### src/legacy_map_regs.svh
`ifndef LEGACY_MAP_REGS_SVH
`define LEGACY_MAP_REGS_SVH
// Register byte offsets
`define OFS_CONTROL 8'h00
`define OFS_EVENT 8'h04
`define OFS_STATUS 8'h08
`define OFS_FP_STATUS 8'h0C
`define OFS_FP_INSTR 8'h10
`define OFS_FP_DATA 8'h14
`define OFS_PENDING_VEC 8'h18
`define OFS_BUS_TXN 8'h1C
`define OFS_IO_BASE 8'h20
`define OFS_MEM_ADDR 8'h24
// Control bit positions
`define CTL_ATOMIC_INTERCEPT 0
`define CTL_LEGACY_ENV 1
`define CTL_LEGACY_ISA 2
// Interruption status vector numbers
`define VEC_ZERO 8'h00
`define VEC_GATE 8'h01
`define VEC_SYSFLAG 8'h02
`define VEC_LOCK 8'h04
`define CODE_ZERO 16'h0000
// I/O port block size, 64MB, as an address mask
`define IO_BLOCK_MASK 32'hFC000000
// AXI responses
`define RESP_OKAY 2'h0
`define RESP_SLVERR 2'h2
`define ZERO32 32'h00000000
`endif

### src/legacy_map_pkg.sv
package legacy_map_pkg;
    // Interruption source codes, taken from the EV_KIND port
    typedef enum logic [3:0] {
        EV_NONE = 4'h0,
        EV_EXT_INT = 4'h1,
        EV_SW_INT = 4'h2,
        EV_BAD_OP = 4'h3,
        EV_GATE = 4'h4,
        EV_SYSFLAG = 4'h5,
        EV_ATOMIC = 4'h6,
        EV_FP_SCALAR = 4'h7,
        EV_FP_PACKED = 4'h8,
        EV_FP_MEDIA = 4'h9,
        EV_ISA_JUMP = 4'hA,
        EV_INVOLUNTARY = 4'hB
    } event_type;
    // Target handler
    typedef enum logic [2:0] {
        H_NONE = 3'h0,
        H_EXTERNAL = 3'h1,
        H_LEGACY_INT = 3'h2,
        H_INTERCEPT_INST = 3'h3,
        H_INTERCEPT_GATE = 3'h4,
        H_INTERCEPT_FLAG = 3'h5,
        H_INTERCEPT_LOCK = 3'h6,
        H_FP_FAULT = 3'h7
    } handler_type;
    // Special bus transactions
    typedef enum logic [2:0] {
        T_NONE = 3'h0,
        T_INT_ACK = 3'h1,
        T_HALT = 3'h2,
        T_SHUTDOWN = 3'h3,
        T_STOP_ACK = 3'h4,
        T_FLUSH = 3'h5,
        T_SYNC = 3'h6
    } bus_txn_type;
    // Interruption status as seen by handler
    typedef struct packed {
        logic [7:0] vector;
        logic [15:0] code;
    } istatus_type;
endpackage

### src/legacy_map.sv
// Behaviour
// - External interrupts: external handler, vector 0 code 0
// - Software interrupt: vector number, trap code
// - Bad opcode: instruction intercept, vector 0
// - Gate transfer: gate intercept, vector 1
// - System flag change: intercept, vector 2
// - Uncached atomic with intercept bit: vector 4
// - Scalar FP faults wait for next FP/media
// - Packed FP faults precise, no pending report
// - ISA jump performs implicit FP wait
// - Involuntary exits skip the FP wait
// - Pending fault loads FP status/instr/data regs
// - Native code never drives atomic pins
// - Atomic and split pins for external locks
// - Native environment ignores mask, error pins
// - I/O block references assert memory/IO flag
// - No system-management interrupt support
// - Ack byte read emits interrupt ack transaction
// - Halt calls emit halt transaction
// - Shutdown transaction only in legacy environment
// - Firmware request emits stop-ack transaction
// - Invalidate instructions emit flush in legacy env
// - Writeback-invalidate also emits sync
//
// Our own choices: the AXI4-Lite interface to the registers and the register offsets.
`timescale 1ns/1ps
`include "legacy_map_regs.svh"
module legacy_map
    import legacy_map_pkg::*;
#(
    parameter int IO_BASE_RESET = 32'h00000000
) (
    // Clock and reset
    input wire logic CLK,
    input wire logic RST,
    // AXI4-Lite write
    input wire logic [7:0] AWADDR,
    input wire logic AWVALID,
    output logic AWREADY,
    input wire logic [31:0] WDATA,
    input wire logic [3:0] WSTRB,
    input wire logic WVALID,
    output logic WREADY,
    output logic [1:0] BRESP,
    output logic BVALID,
    input wire logic BREADY,
    // AXI4-Lite read
    input wire logic [7:0] ARADDR,
    input wire logic ARVALID,
    output logic ARREADY,
    output logic [31:0] RDATA,
    output logic [1:0] RRESP,
    output logic RVALID,
    input wire logic RREADY,
    // Pipeline event port
    input wire logic EV_VALID,
    input wire logic [3:0] EV_KIND,
    input wire logic [7:0] EV_VECTOR,
    input wire logic [15:0] EV_CODE,
    input wire logic EV_CACHED,
    input wire logic EV_SPLIT,
    input wire logic [31:0] EV_FP_STATUS,
    input wire logic [31:0] EV_FP_INSTR,
    input wire logic [31:0] EV_FP_DATA,
    // Memory reference port
    input wire logic MEM_VALID,
    input wire logic [31:0] MEM_ADDR,
    // Firmware and cache requests
    input wire logic HALT_REQ,
    input wire logic SHUTDOWN_REQ,
    input wire logic STOP_ACK_REQ,
    input wire logic WRITEBACK_INVALIDATE_INSTRUCTION_EXEC,
    input wire logic CACHE_INVALIDATE_INSTRUCTION_EXEC,
    input wire logic INT_ACK_READ,
    // Legacy pins in
    input wire logic ADDR_BIT20_MASK_PIN,
    input wire logic IGNORE_NUMERIC_ERROR_PIN,
    input wire logic [7:0] INT_ACK_VECTOR,
    // Handler redirection
    output logic REDIRECT,
    output logic [2:0] HANDLER,
    output logic [23:0] ISTATUS,
    // Bus pins
    output logic ATOMIC_PIN,
    output logic SPLIT_ATOMIC_PIN,
    output logic MEM_IO_PIN,
    output logic FP_ERROR_PIN,
    output logic A20_GATE,
    output logic [2:0] BUS_TXN
);

    // Software-visible state
    logic [2:0] ctrl_q; // Intercept bit, legacy env, legacy isa
    logic [31:0] io_base_q; // Base of the I/O port block
    logic [31:0] fsr_q; // Floating-point status app register
    logic [31:0] fir_q; // Floating-point instruction app register
    logic [31:0] fdr_q; // Floating-point data app register
    logic fp_pending_q; // Scalar fault held pending
    logic [7:0] pend_vec_q; // Pending vector read register
    logic [2:0] last_txn_q; // Last transaction issued
    logic [31:0] last_addr_q; // Last memory reference address
    istatus_type ist_q; // Interruption status
    logic redirect_q;
    handler_type handler_q;
    logic atomic_q, split_q, memio_q, a20_q;
    bus_txn_type txn_q;

    // Decoded control bits
    wire intercept_bit = ctrl_q[`CTL_ATOMIC_INTERCEPT];
    wire legacy_env = ctrl_q[`CTL_LEGACY_ENV];
    wire legacy_isa = ctrl_q[`CTL_LEGACY_ISA];
    event_type kind;
    assign kind = event_type'(EV_KIND);

    // I/O block match, used by pin and a status view
    function automatic logic in_io_block(input logic [31:0] a,
                                         input logic [31:0] b);
        in_io_block = ((a ^ b) & `IO_BLOCK_MASK) == `ZERO32;
    endfunction

    // AXI write channel: take address and data in either order
    logic aw_have_q, w_have_q;
    logic [7:0] aw_q;
    logic [31:0] w_q;
    logic [3:0] ws_q;
    wire wr_go = aw_have_q && w_have_q && !BVALID;
    always_ff @(posedge CLK) begin
        if (RST) begin
            aw_have_q <= 1'b0;
            w_have_q <= 1'b0;
            aw_q <= 8'h00;
            w_q <= `ZERO32;
            ws_q <= 4'h0;
        end else begin
            if (AWVALID && AWREADY) begin
                aw_have_q <= 1'b1;
                aw_q <= AWADDR;
            end else if (wr_go) begin
                aw_have_q <= 1'b0;
            end
            if (WVALID && WREADY) begin
                w_have_q <= 1'b1;
                w_q <= WDATA;
                ws_q <= WSTRB;
            end else if (wr_go) begin
                w_have_q <= 1'b0;
            end
        end
    end

    // Ready flops: one write in flight at a time
    always_ff @(posedge CLK) begin
        if (RST) begin
            AWREADY <= 1'b0;
            WREADY <= 1'b0;
        end else begin
            AWREADY <= !aw_have_q && !(AWVALID && AWREADY) && !BVALID;
            WREADY <= !w_have_q && !(WVALID && WREADY) && !BVALID;
        end
    end

    // Known write offsets
    wire wr_ctrl = wr_go && aw_q == `OFS_CONTROL;
    wire wr_io = wr_go && aw_q == `OFS_IO_BASE;
    wire wr_known = wr_ctrl || wr_io;

    // Write response
    always_ff @(posedge CLK) begin
        if (RST) begin
            BVALID <= 1'b0;
            BRESP <= `RESP_OKAY;
        end else if (wr_go) begin
            BVALID <= 1'b1;
            BRESP <= wr_known ? `RESP_OKAY : `RESP_SLVERR;
        end else if (BREADY) begin
            BVALID <= 1'b0;
        end
    end

    // Control and I/O base registers, low byte lane only for control
    always_ff @(posedge CLK) begin
        if (RST) begin
            ctrl_q <= 3'h0;
            io_base_q <= IO_BASE_RESET;
        end else begin
            if (wr_ctrl && ws_q[0])
                ctrl_q <= w_q[2:0];
            if (wr_io) begin
                for (int i = 0; i < 4; i++)
                    if (ws_q[i])
                        io_base_q[i*8 +: 8] <= w_q[i*8 +: 8];
            end
        end
    end

    // Read channel: one read at a time, answer next cycle
    logic [31:0] rd_mux;
    logic rd_ok;
    always_comb begin
        rd_ok = 1'b1;
        unique case (ARADDR)
            `OFS_CONTROL: rd_mux = {29'h0, ctrl_q};
            `OFS_EVENT: rd_mux = {5'h0, handler_q, ist_q};
            `OFS_STATUS: rd_mux = {28'h0, fp_pending_q, memio_q,
                                   split_q, atomic_q};
            `OFS_FP_STATUS: rd_mux = fsr_q;
            `OFS_FP_INSTR: rd_mux = fir_q;
            `OFS_FP_DATA: rd_mux = fdr_q;
            `OFS_PENDING_VEC: rd_mux = {24'h0, pend_vec_q};
            `OFS_BUS_TXN: rd_mux = {29'h0, last_txn_q};
            `OFS_IO_BASE: rd_mux = io_base_q;
            `OFS_MEM_ADDR: rd_mux = last_addr_q;
            default: begin
                rd_mux = `ZERO32;
                rd_ok = 1'b0;
            end
        endcase
    end

    // Read handshake
    always_ff @(posedge CLK) begin
        if (RST) begin
            ARREADY <= 1'b0;
            RVALID <= 1'b0;
            RDATA <= `ZERO32;
            RRESP <= `RESP_OKAY;
        end else begin
            ARREADY <= !RVALID && !(ARVALID && ARREADY);
            if (ARVALID && ARREADY) begin
                RVALID <= 1'b1;
                RDATA <= rd_mux;
                RRESP <= rd_ok ? `RESP_OKAY : `RESP_SLVERR;
            end else if (RREADY) begin
                RVALID <= 1'b0;
            end
        end
    end

    // Event classification into handler and status
    handler_type h_d;
    istatus_type s_d;
    logic fp_report;
    always_comb begin
        h_d = H_NONE;
        s_d = '{vector: `VEC_ZERO, code: `CODE_ZERO};
        // Pending scalar fault reports on next scalar or media op or ISA jump
        fp_report = fp_pending_q && legacy_isa &&
                    (kind == EV_FP_SCALAR || kind == EV_FP_MEDIA ||
                     kind == EV_ISA_JUMP);
        if (EV_VALID) begin
            unique case (kind)
                EV_EXT_INT: h_d = H_EXTERNAL;
                EV_SW_INT: begin
                    h_d = H_LEGACY_INT;
                    s_d = '{vector: EV_VECTOR, code: EV_CODE};
                end
                EV_BAD_OP: begin
                    h_d = H_INTERCEPT_INST;
                    s_d.code = EV_CODE;
                end
                EV_GATE: begin
                    h_d = H_INTERCEPT_GATE;
                    s_d = '{vector: `VEC_GATE, code: EV_CODE};
                end
                EV_SYSFLAG: begin
                    h_d = H_INTERCEPT_FLAG;
                    s_d = '{vector: `VEC_SYSFLAG, code: EV_CODE};
                end
                EV_ATOMIC: begin
                    if (intercept_bit && !EV_CACHED) begin
                        h_d = H_INTERCEPT_LOCK;
                        s_d.vector = `VEC_LOCK;
                    end
                end
                EV_FP_PACKED: begin
                    // Precise fault, leaves pending scalar alone
                    h_d = H_FP_FAULT;
                    s_d = '{vector: EV_VECTOR, code: EV_CODE};
                end
                default: begin
                    if (fp_report)
                        h_d = H_FP_FAULT;
                end
            endcase
        end
    end

    // Redirection and status land together
    always_ff @(posedge CLK) begin
        if (RST) begin
            redirect_q <= 1'b0;
            handler_q <= H_NONE;
            ist_q <= '0;
        end else begin
            redirect_q <= h_d != H_NONE;
            if (h_d != H_NONE) begin
                handler_q <= h_d;
                ist_q <= s_d;
            end
        end
    end

    // Scalar pending fault and environment capture
    always_ff @(posedge CLK) begin
        if (RST) begin
            fp_pending_q <= 1'b0;
            fsr_q <= `ZERO32;
            fir_q <= `ZERO32;
            fdr_q <= `ZERO32;
        end else if (EV_VALID && kind == EV_FP_SCALAR && EV_CODE != 0) begin
            // New fault: set wins over the report of an old one
            fp_pending_q <= 1'b1;
            fsr_q <= EV_FP_STATUS;
            fir_q <= EV_FP_INSTR;
            fdr_q <= EV_FP_DATA;
        end else if (EV_VALID && fp_report) begin
            fp_pending_q <= 1'b0;
        end
        // Involuntary exits leave the fault pending
    end

    // Lock pins: only while executing legacy code
    always_ff @(posedge CLK) begin
        if (RST) begin
            atomic_q <= 1'b0;
            split_q <= 1'b0;
        end else begin
            atomic_q <= EV_VALID && kind == EV_ATOMIC && legacy_isa &&
                        !EV_CACHED && !intercept_bit;
            split_q <= EV_VALID && kind == EV_ATOMIC && legacy_isa &&
                       !EV_CACHED && !intercept_bit &&
                       EV_SPLIT;
        end
    end

    // Memory/IO indication and legacy pins
    always_ff @(posedge CLK) begin
        if (RST) begin
            memio_q <= 1'b0;
            a20_q <= 1'b0;
            last_addr_q <= `ZERO32;
        end else begin
            memio_q <= MEM_VALID &&
                       in_io_block(MEM_ADDR, io_base_q);
            if (MEM_VALID)
                last_addr_q <= MEM_ADDR;
            // Mask pin only honoured in the legacy environment
            a20_q <= legacy_env && ADDR_BIT20_MASK_PIN;
        end
    end

    // Special bus transactions, one-cycle code on BUS_TXN
    // No management-interrupt path exists at all
    bus_txn_type t_d;
    always_comb begin
        t_d = T_NONE;
        if (INT_ACK_READ)
            t_d = T_INT_ACK;
        else if (HALT_REQ)
            t_d = T_HALT;
        else if (SHUTDOWN_REQ && legacy_env)
            t_d = T_SHUTDOWN;
        else if (STOP_ACK_REQ)
            t_d = T_STOP_ACK;
        else if ((WRITEBACK_INVALIDATE_INSTRUCTION_EXEC || CACHE_INVALIDATE_INSTRUCTION_EXEC) && legacy_env)
            t_d = T_FLUSH;
    end

    // Sync follows the flush of a writeback-invalidate
    logic sync_due_q;
    always_ff @(posedge CLK) begin
        if (RST) begin
            txn_q <= T_NONE;
            sync_due_q <= 1'b0;
            last_txn_q <= 3'h0;
            pend_vec_q <= 8'h00;
        end else begin
            if (t_d == T_NONE && sync_due_q) begin
                txn_q <= T_SYNC;
                sync_due_q <= 1'b0;
            end else begin
                txn_q <= t_d;
                if (t_d == T_FLUSH && WRITEBACK_INVALIDATE_INSTRUCTION_EXEC)
                    sync_due_q <= 1'b1;
            end
            if (txn_q != T_NONE)
                last_txn_q <= txn_q;
            if (txn_q == T_INT_ACK)
                pend_vec_q <= INT_ACK_VECTOR;
        end
    end

    // Outputs straight from flops, FP_ERROR_PIN tied low
    assign REDIRECT = redirect_q;
    assign HANDLER = handler_q;
    assign ISTATUS = ist_q;
    assign ATOMIC_PIN = atomic_q;
    assign SPLIT_ATOMIC_PIN = split_q;
    assign MEM_IO_PIN = memio_q;
    assign FP_ERROR_PIN = 1'b0;
    assign A20_GATE = a20_q;
    assign BUS_TXN = txn_q;
endmodule

### config.mk
export PLATFORM = sky130hd
export DESIGN_NAME = legacy_map
export DESIGN_NICKNAME = d
export VERILOG_FILES = /design/src/legacy_map_pkg.sv /design/src/legacy_map.sv
export VERILOG_INCLUDE_DIRS = /design/src
export SDC_FILE = /design/constraint.sdc
export NUM_CORES = 1
export LEC_CHECK = 0
export BUFFER_PORTS_ARGS = -buffer_cell sky130_fd_sc_hd__buf_2
export CAP_MARGIN = 10
export CORE_ASPECT_RATIO = 1.2
export CORE_MARGIN = 2
export CORE_UTILIZATION = 30
export CTS_BUF_LIST = sky130_fd_sc_hd__clkbuf_4
export CTS_CLUSTER_SIZE = 24
export DETAILED_ROUTE_END_ITERATION = 10
export SLEW_MARGIN = 20
export SYNTH_ARGS = -nofsm -noshare
export SYNTH_HDL_FRONTEND = slang
export SYNTH_SLANG_ARGS = --single-unit
### constraint.sdc
create_clock -name CLK -period 2.7 [get_ports CLK]
set_input_delay 0.27 -clock CLK [delete_from_list [all_inputs] [get_ports CLK]]
set_output_delay 0.27 -clock CLK [all_outputs]
set_load 0.005 [all_outputs]
After elaboration in Yosys (flattened, before gate mapping):

Cells that the tools add are included.

* register bits after elaboration: 298
* input port bits: 235
* output and inout bits: 77
* word-level logic and storage cells: 149

* equal/unequal tests: 22
* muxes and demuxes: 27
* bitwise gates (word level): 1
* reduce and logical (&&, ||, !) cells: 63

Operator list (count)
* 32-bit case mux with 10 select lines: 1
* 8-bit by 5-bit == test with 1-bit output, second input constant: 4
* 32-bit logical NOT: 1
* 8-bit case mux with 4 select lines: 1
* 32-bit bitwise XOR: 1
* 1-bit logical AND: 30
* 3-bit two-way mux: 10
* 8-bit by 6-bit == test with 1-bit output, second input constant: 3
* 24-bit two-way mux: 1
* 3-bit case mux with 7 select lines: 1
* 4-bit by 3-bit == test with 1-bit output, second input constant: 4
* 8-bit by 4-bit == test with 1-bit output, second input constant: 2
* 8-bit logical NOT: 2
* 16-bit two-way mux: 1
* 16-bit nonzero test: 1
* 4-bit == test, second input constant: 3
* 1-bit two-way mux: 10
* 2-bit nonzero test: 5
* 10-bit OR reduction: 1
* 1-bit logical NOT: 9
* 4-bit by 2-bit == test with 1-bit output, second input constant: 2
* 8-bit by 3-bit == test with 1-bit output, second input constant: 1
* 2-bit AND reduction: 4
* 3-bit nonzero test: 2
* 8 further kinds: 13

Longest topological paths before layout:

Gate-level depths: netlist (run 1).

* word-level depth: 10
* depth in mapped cells: 9
* mapped depth without buffers: 5

Worst setup path before layout (run 1):

Ideal clock, no wire load.

* kind: register to register
* from: register aw_q[2]
* to: register ctrl_q[1]
* setup time: 0.128 ns
* arrival: 1.826 ns
* required time: 2.572 ns
* slack: 0.746 ns
* cell stages (with the launch flop): 7
* path buffers: 1
* clock period less this slack: 1.954 ns
* path through: dfxtp_1 or4_4 or3_1 or3b_1 buf_2 mux2i_1 nor2_1

* cells in the longest elaborated chain, start to end: 3

RTL lines
* from (decl): RTL line legacy_map.sv:123 `logic [7:0] aw_q;`
* from (signal assigned): RTL line legacy_map.sv:131 `aw_q <= 8'h00;`
* from (signal assigned): RTL line legacy_map.sv:137 `aw_q <= AWADDR;`
* 8-bit logical NOT (no line)
* 1-bit logical AND (no line)
* 1-bit logical AND: RTL line legacy_map.sv:186 `if (wr_ctrl && ws_q[0])`
* to (signal assigned): RTL line legacy_map.sv:187 `ctrl_q <= w_q[2:0];`
* to (decl): RTL line legacy_map.sv:93 `logic [2:0] ctrl_q;`

Every way passes these cells.
A chain may end at the register's enable or synchronous reset.

Final worst setup path (run 1):

* from: input EV_CODE[4]
* to: register fdr_q[15]

* cells in the longest elaborated chain, start to end: 2

RTL lines
* from (decl): RTL line legacy_map.sv:59 `input wire logic [15:0] EV_CODE,`
* 16-bit nonzero test: RTL line legacy_map.sv:310 `end else if (EV_VALID && kind == EV_FP_SCALAR && EV_CODE != 0) begin`
* 1-bit logical AND: RTL line legacy_map.sv:310
* to (signal assigned): RTL line legacy_map.sv:309 `` fdr_q <= `ZERO32; ``
* to (decl): RTL line legacy_map.sv:97 `logic [31:0] fdr_q;`

Every way passes these cells.

==> results of run 1 <==
-- repair_timing --
item	4_1_cts	5_1_grt
setup endpoints to repair	0	1
hold buffers	277	0
endpoints found under the hold margin	230	0
-- cell usage after synthesis (all sizes together) (5+ instances only) --
library cell  number  area share (%)
nand3              9            0.38
nor2              77             2.5
nand2            384              12
a22o              50             3.6
xnor2              5            0.36
clkbuf            79             2.5
a221oi             8            0.58
nor3               7            0.29
nor2b              5            0.26
mux2i             79             6.6
dfxtp            296              49
nor4              10            0.63
o21ai             40             1.7
a32oi             15             1.1
inv               11            0.34
a21oi            208             8.7
a211oi             5            0.31
buf               29             1.3
and2               9            0.47
a22oi             20             1.3
o22ai             19            0.99
mux2               5            0.47
-- worst min-delay path: stages --
cell and delay (ns):
buf_2 0.09, nand2_1 0.04, buf_4 0.24, nand2_1 0.11, a21oi_1 0.05
-- routing by layer --
| metal | part of all wire [%] | track usage [%] |
|---|---|---|
| met1 | 41 | 26.3 |
| met2 | 49 | 38.1 |
| met3 | 6.0 | 4.20 |
| met4 | 3.5 | 10.5 |
| met5 | 0.023 | 0 |
-- worst paths after layout --
check | from | to | slack (ns) | depth (start not counted)
max reg2reg | ctrl_q[0] | ISTATUS[16] | 0.27 | 7
min reg2reg | w_q[20] | io_base_q[20] | 0.41 | 2
max | EV_CODE[4] | fdr_q[15] | 0.16 | 9
min | WVALID | w_q[8] | 0.10 | 5
-- metrics by stage --
stage / hold slack [ns] / cell area, um2
after floorplan: 0.349 / 12000
after global placement: 0.432 / 14100
after detailed placement: 0.442 / 14100
after CTS: 0.00229 / 18000
after global routing: 0.0927 / 18000
final: 0.103 / 18000
-- sequential cells by signal, indices dropped and copies added (netlist names), 3 cells and up --
register,flops
ctrl_q,3
fdr_q,32
w_q,32
fsr_q,32
last_txn_q,3
fir_q,32
io_base_q,32
pend_vec_q,8
last_addr_q,32
ISTATUS,24
ws_q,4
aw_q,8
HANDLER,3
RDATA,32
BUS_TXN,3
-- final cells by class --
cell class / count / area [um2] / share of cell area (%)
sequential: 296 / 5930 / 32.9
inverter: 11 / 41.3 / 0.229
multi-input combinational: 1018 / 5680 / 31.6
tap: 533 / 667 / 3.70
antenna: 2 / 5.00 / 0.0278
clock buffer: 119 / 893 / 4.96
timing repair buffer: 618 / 4650 / 25.8
clock inverter: 16 / 143 / 0.792
-- power breakdown --
| group | leakage (nW) | internal [mW] | switching, mW |
|---|---|---|---|
| registers | 2.40 | 4.49 | 0.0804 |
| logic | 4.36 | 0.572 | 0.518 |
| clock network | 0.612 | 2.28 | 1.88 |
-- cells by family (layout without fill, tap and decap cells) --
family                    after synthesis  count (layout)
and+or+nand+nor                       532             534
AOI/OAI and AO/OA                     386             386
DFF                                   296             296
buffers and inverters                 119             764
muxes                                  87              87
xor gates and xnor gates                8               8
other                                   1               5
==> impl_metrics.csv, run 1 <==
group,metric,value,unit
synthesis,synthXorXnorAreaFrac,0.583,%
drt,avgViaCountPerCell,4.95,
synthesis,synthAdderAreaFrac,0,%
worst_setup_path,path_cells,"dlygate4sd3_1 > buf_2 > nor4_1 > nand4_1 > nand4_1 > buf_12 > nand2_1 > a21oi_1 > dlygate4sd3_1",
global_route,grt_first_pass_wirelength,71400,um
run,maxCapViolations,0,
cells_and_area,drive_gt1_share,23.7,%
synthesis,yosysUniqueCellTypes,57,
synthesis,yosys.area_share.simple,18.6,%
clock_tree,ctsResizeCount,0,
floorplanning,die_height,223,um
synthesis,synthesis.area,12000,um2
placed_design,dp_cells,2196,
synthesis,seq_area_frac_synth,49.3,%
placed_design,dp_hpwl,30500,um
cells_and_area,fillers,3875,
sta,fmax,393,MHz
synthesis,synth_ff_type,"dfxtp_1",
pwr,p_leak,7.37,nW
synthesis,synth-edff-count,0,
cells_and_area,nets,2260,
sta,finalCriticalPeriod,2.54,ns
sta,slew_violations,0,
sta,tightest_slew,1.01,ns
synthesis,ys_warn_count,0,
clock_tree,cts_buffers,80,
cells_and_area,area_delta_synth_final,49.9,%
clock_tree,ctsRootBufferMaster,"clkbuf_4",
sta,min_period_over_period,94.2,%
pwr,ir_drop,286,uV
worst_setup_path,worstPathRequired,3.43,ns
drt,vias,12900,
synthesis,ys_seq_elements,296,
global_route,grt_pass1_vias,12900,
sta,fin_ws,0.156,ns
worst_setup_path,cp-start-kind,"input port",
floorplanning,rows,80,
sta,maxSlewHeadroom,32.5,%
global_route,grt_usage,22.0,%
sta,skew,0.0649,ns
worst_setup_path,arrival,3.27,ns
global_route,grt_max_degree,167,
worst_setup_path,max_stage_delay,0.56,ns
drt,drt_iter0_drc,700,
clock_tree,tritoncts,"done",
sta,setup_tns,0,ns
cells_and_area,fin_util,45.4,%
synthesis,synth_mux_area_share,7.62,%
floorplanning,core-area,39600,um2
worst_setup_path,cpLargestDelayFamily,"buffers and inverters",
cells_and_area,final_common_cell,"nand2_1",
worst_setup_path,cp_max_fo,52,
worst_setup_path,critPathBufInv,4,
clock_tree,clkSinkCount,296,
placed_design,io_buffers,307,
drt,detail_route.drc_violations,0,
floorplanning,initial_core_util,30.3,%
clock_tree,post_cts_buffers,0,
synthesis,avgSynthCellArea,8.40,um2
worst_setup_path,critPathKind,"input port to register",
clock_tree,path_clk_slew,0.06,ns
drt,avgRoutedWirePerCell,18.1,um
floorplanning,ios,312,
min_path,min-delay-path-class,"input port to register",
sta,rsz0062_at_grt,"no",
floorplanning,dieArea,41700,um2
placed_design,dpl_worst_slack,0.290,ns
worst_setup_path,cp-end-kind,"register",
synthesis,synthArstFlopShare,0,%
clock_tree,clockBufferDepth,3,
synthesis,synth_compound_area_share,19.7,%
sta,setup_viol,0,
global_route,overflow,0,
clock_tree,worstSkewPairLatency,0.79,ns
cells_and_area,finalNonFillerCells,2613,
worst_setup_path,slowest_stage,"dlygate4sd3_1",
sta,hold_violations,0,
drt,firstDrtPassIters,5,
run_status,status,"completed",
synthesis,syn_inst,1429,
clock_tree,cts_max_level,3,
cells_and_area,layout_common_cells,"nand2_1, buf_2, dfxtp_1",
synthesis,synth_top_family_by_area,"compound AO/OA/AOI/OAI gates",
drt,final_antenna_net_count,0,
floorplanning,die_w,187,um
global_route,antenna_found_initial,4,
placed_design,routabilityCongestion,0.868,
pwr,powerDensity,545,nW/um2
drt,drt_wl_total,47400,um
pwr,finalPower,9.82,mW
No activity file was read; power rests on OpenSTA's default activity.
==> run 2: changes to the inputs <==
Settings changed: CTS_BUF_LIST sky130_fd_sc_hd__clkbuf_4 to sky130_fd_sc_hd__clkbuf_2.
==> run 2 against run 1 <==
Global-route usage is 0.85 points higher. Non-clock buffer count rose by 101. Highest routed layer unchanged. Sequential power is essentially flat. Clock power is 26% lower. Maximum frequency decreased by 5.2%. Die area unchanged. Sequential share of layout area shrank 1.1 points. Clock-buffer cell count fell by 1. Register-to-register slack got worse by 0.17 ns. Cell count up 3.6%. Setup slack got worse by 0.14 ns. Critical path type unchanged.
==> impl_metrics.csv, run 2 (same netlist as run 1, synthesis figures left out) <==
group,metric,value,unit
worst_setup_path,critPathBufInv,6,
floorplanning,rows,80,
worst_setup_path,cp_max_fo,6,
sta,setup_tns,0,ns
run,maxCapViolations,0,
worst_setup_path,worstPathRequired,3.58,ns
sta,setup_viol,0,
sta,min_period_over_period,99.4,%
clock_tree,tritoncts,"done",
clock_tree,clkSinkCount,296,
pwr,pwr-share-seq,51.6,%
cells_and_area,fillers,3761,
run_status,status,"completed",
drt,detail_route.drc_violations,0,
clock_tree,clockBufferDepth,3,
clock_tree,ctsRootBufferMaster,"clkbuf_2",
floorplanning,die_w,187,um
worst_setup_path,slowest_stage,"dlygate4sd3_1",
cells_and_area,nets,2358,
cells_and_area,final_common_cell,"nand2_1",
global_route,overflow,0,
worst_setup_path,crit_top_cell,"dlygate4sd3_1",
placed_design,routabilityCongestion,0.868,
clock_tree,path_clk_slew,0.10,ns
placed_design,dp_cells,2196,
worst_setup_path,arrival,3.56,ns
sta,fin_ws,0.0175,ns
sta,finalCriticalPeriod,2.68,ns
clock_tree,cts_max_level,3,
global_route,grt_max_degree,167,
pwr,p_int,6.38,mW
clock_tree,worstSkewPairLatency,0.95,ns
global_route,grt_pass1_vias,13600,
worst_setup_path,cp-start-kind,"input port",
cells_and_area,layout_common_cells,"nand2_1, dlygate4sd3_1, buf_2",
placed_design,io_buffers,307,
drt,avgRoutedWirePerCell,17.9,um
sta,slew_violations,0,
worst_setup_path,critPathKind,"input port to register",
pwr,powerDensity,475,nW/um2
global_route,grt_usage,22.9,%
drt,firstDrtPassIters,6,
drt,final_antenna_net_count,0,
sta,fmax,373,MHz
pwr,switching_share,27.9,%
sta,rsz0062_at_grt,"no",
sta,maxSlewHeadroom,31.0,%
sta,hold_violations,0,
worst_setup_path,max_stage_delay,0.63,ns
drt,vias,13400,
floorplanning,core-area,39600,um2
drt,drt_iter0_drc,802,
cells_and_area,fin_util,47.0,%
drt,drt_wl_total,48500,um
worst_setup_path,cp-end-kind,"register",
clock_tree,post_cts_buffers,0,
pwr,ir_drop,282,uV
worst_setup_path,cpLargestDelayFamily,"buffers and inverters",
sta,tightest_slew,1.03,ns
cells_and_area,area_delta_synth_final,55.2,%
clock_tree,cts_buffers,79,
drt,avgViaCountPerCell,4.93,
min_path,min-delay-path-class,"input port to register",
global_route,antenna_found_initial,2,
floorplanning,die_height,223,um
global_route,grt_first_pass_wirelength,74200,um
placed_design,dp_hpwl,30500,um
pwr,p_leak,7.78,nW
pwr,power.switching,2.47,mW
pwr,combPwrFrac,13.7,%
cells_and_area,drive_gt1_share,22.5,%
cells_and_area,finalNonFillerCells,2706,
floorplanning,ios,312,
sta,finalHoldWorstSlack,0.131,ns
worst_setup_path,path_cells,"dlygate4sd3_1 > buf_2 > o21ai_0 > dlygate4sd3_1 > nand4b_1 > dlygate4sd3_1 > buf_4 > a221oi_1 > dlygate4sd3_1",
floorplanning,initial_core_util,30.3,%
sta,skew,0.0498,ns
floorplanning,dieArea,41700,um2
placed_design,dpl_worst_slack,0.290,ns
pwr,p_clk_share,34.7,%
## run 2: timing repair
action,CTS,global route
endpoints found under the hold margin,261,0
resized for setup,0,3
hold buffers,378,0
endpoints found under the setup margin,0,13
## run 2: per-layer routing
layer | GRT usage [%] | wire, um | up-vias
li1 | - | - | 6387
met1 | 26.9 | 20100 | 6294
met2 | 40.0 | 23800 | 551
met3 | 4.18 | 2730 | 117
met4 | 11.5 | 1940 | 2
met5 | 0 | 11 | -
## run 2: tightest hold or removal path, delay by kind of cell
family | cells | cell delay (ns)
buf+inv | 2 | 0.62
mux | 1 | 0.06
simple gates | 1 | 0.08
## run 2: layout make-up
type | instances | area, um2 | area share [%]
clock inverters | 12 | 71.3 | 0.383
flip-flops and latches | 296 | 5930 | 31.8
multi-input cells | 1016 | 5670 | 30.4
inverters | 11 | 41.3 | 0.222
well taps | 533 | 667 | 3.58
repair buffers | 719 | 5660 | 30.4
clock buffers | 118 | 591 | 3.17
diodes | 1 | 2.50 | 0.0134
## run 2: metrics by stage
step / area (um2) / power (mW)
CTS: 18600 / 8.93
global route: 18600 / 9.34
floorplan: 12000 / 5.03
finish: 18600 / 8.85
detailed placement: 14100 / 5.43
global placement: 14100 / 5.42
## run 2: power by group through the flow
stage | logic [mW] | clock network (mW) | registers (mW)
final | 1.21 | 3.08 | 4.56
after global routing | 1.30 | 3.46 | 4.58
after CTS | 1.17 | 3.20 | 4.56
after detailed placement | 0.768 | 0 | 4.66
after global placement | 0.760 | 0 | 4.66
after floorplan | 0.396 | 0 | 4.64
## run 2: path summary, 6_finish.rpt
kind | cells after the start | slack (ns) | from | end
setup / recovery | 9 | 0.02 | ARADDR[3] | RDATA[0]
hold / removal | 4 | 0.13 | INT_ACK_VECTOR[2] | pend_vec_q[2]
setup reg to reg | 7 | 0.10 | ctrl_q[0] | HANDLER[1]
hold reg to reg | 2 | 0.45 | w_q[24] | io_base_q[24]
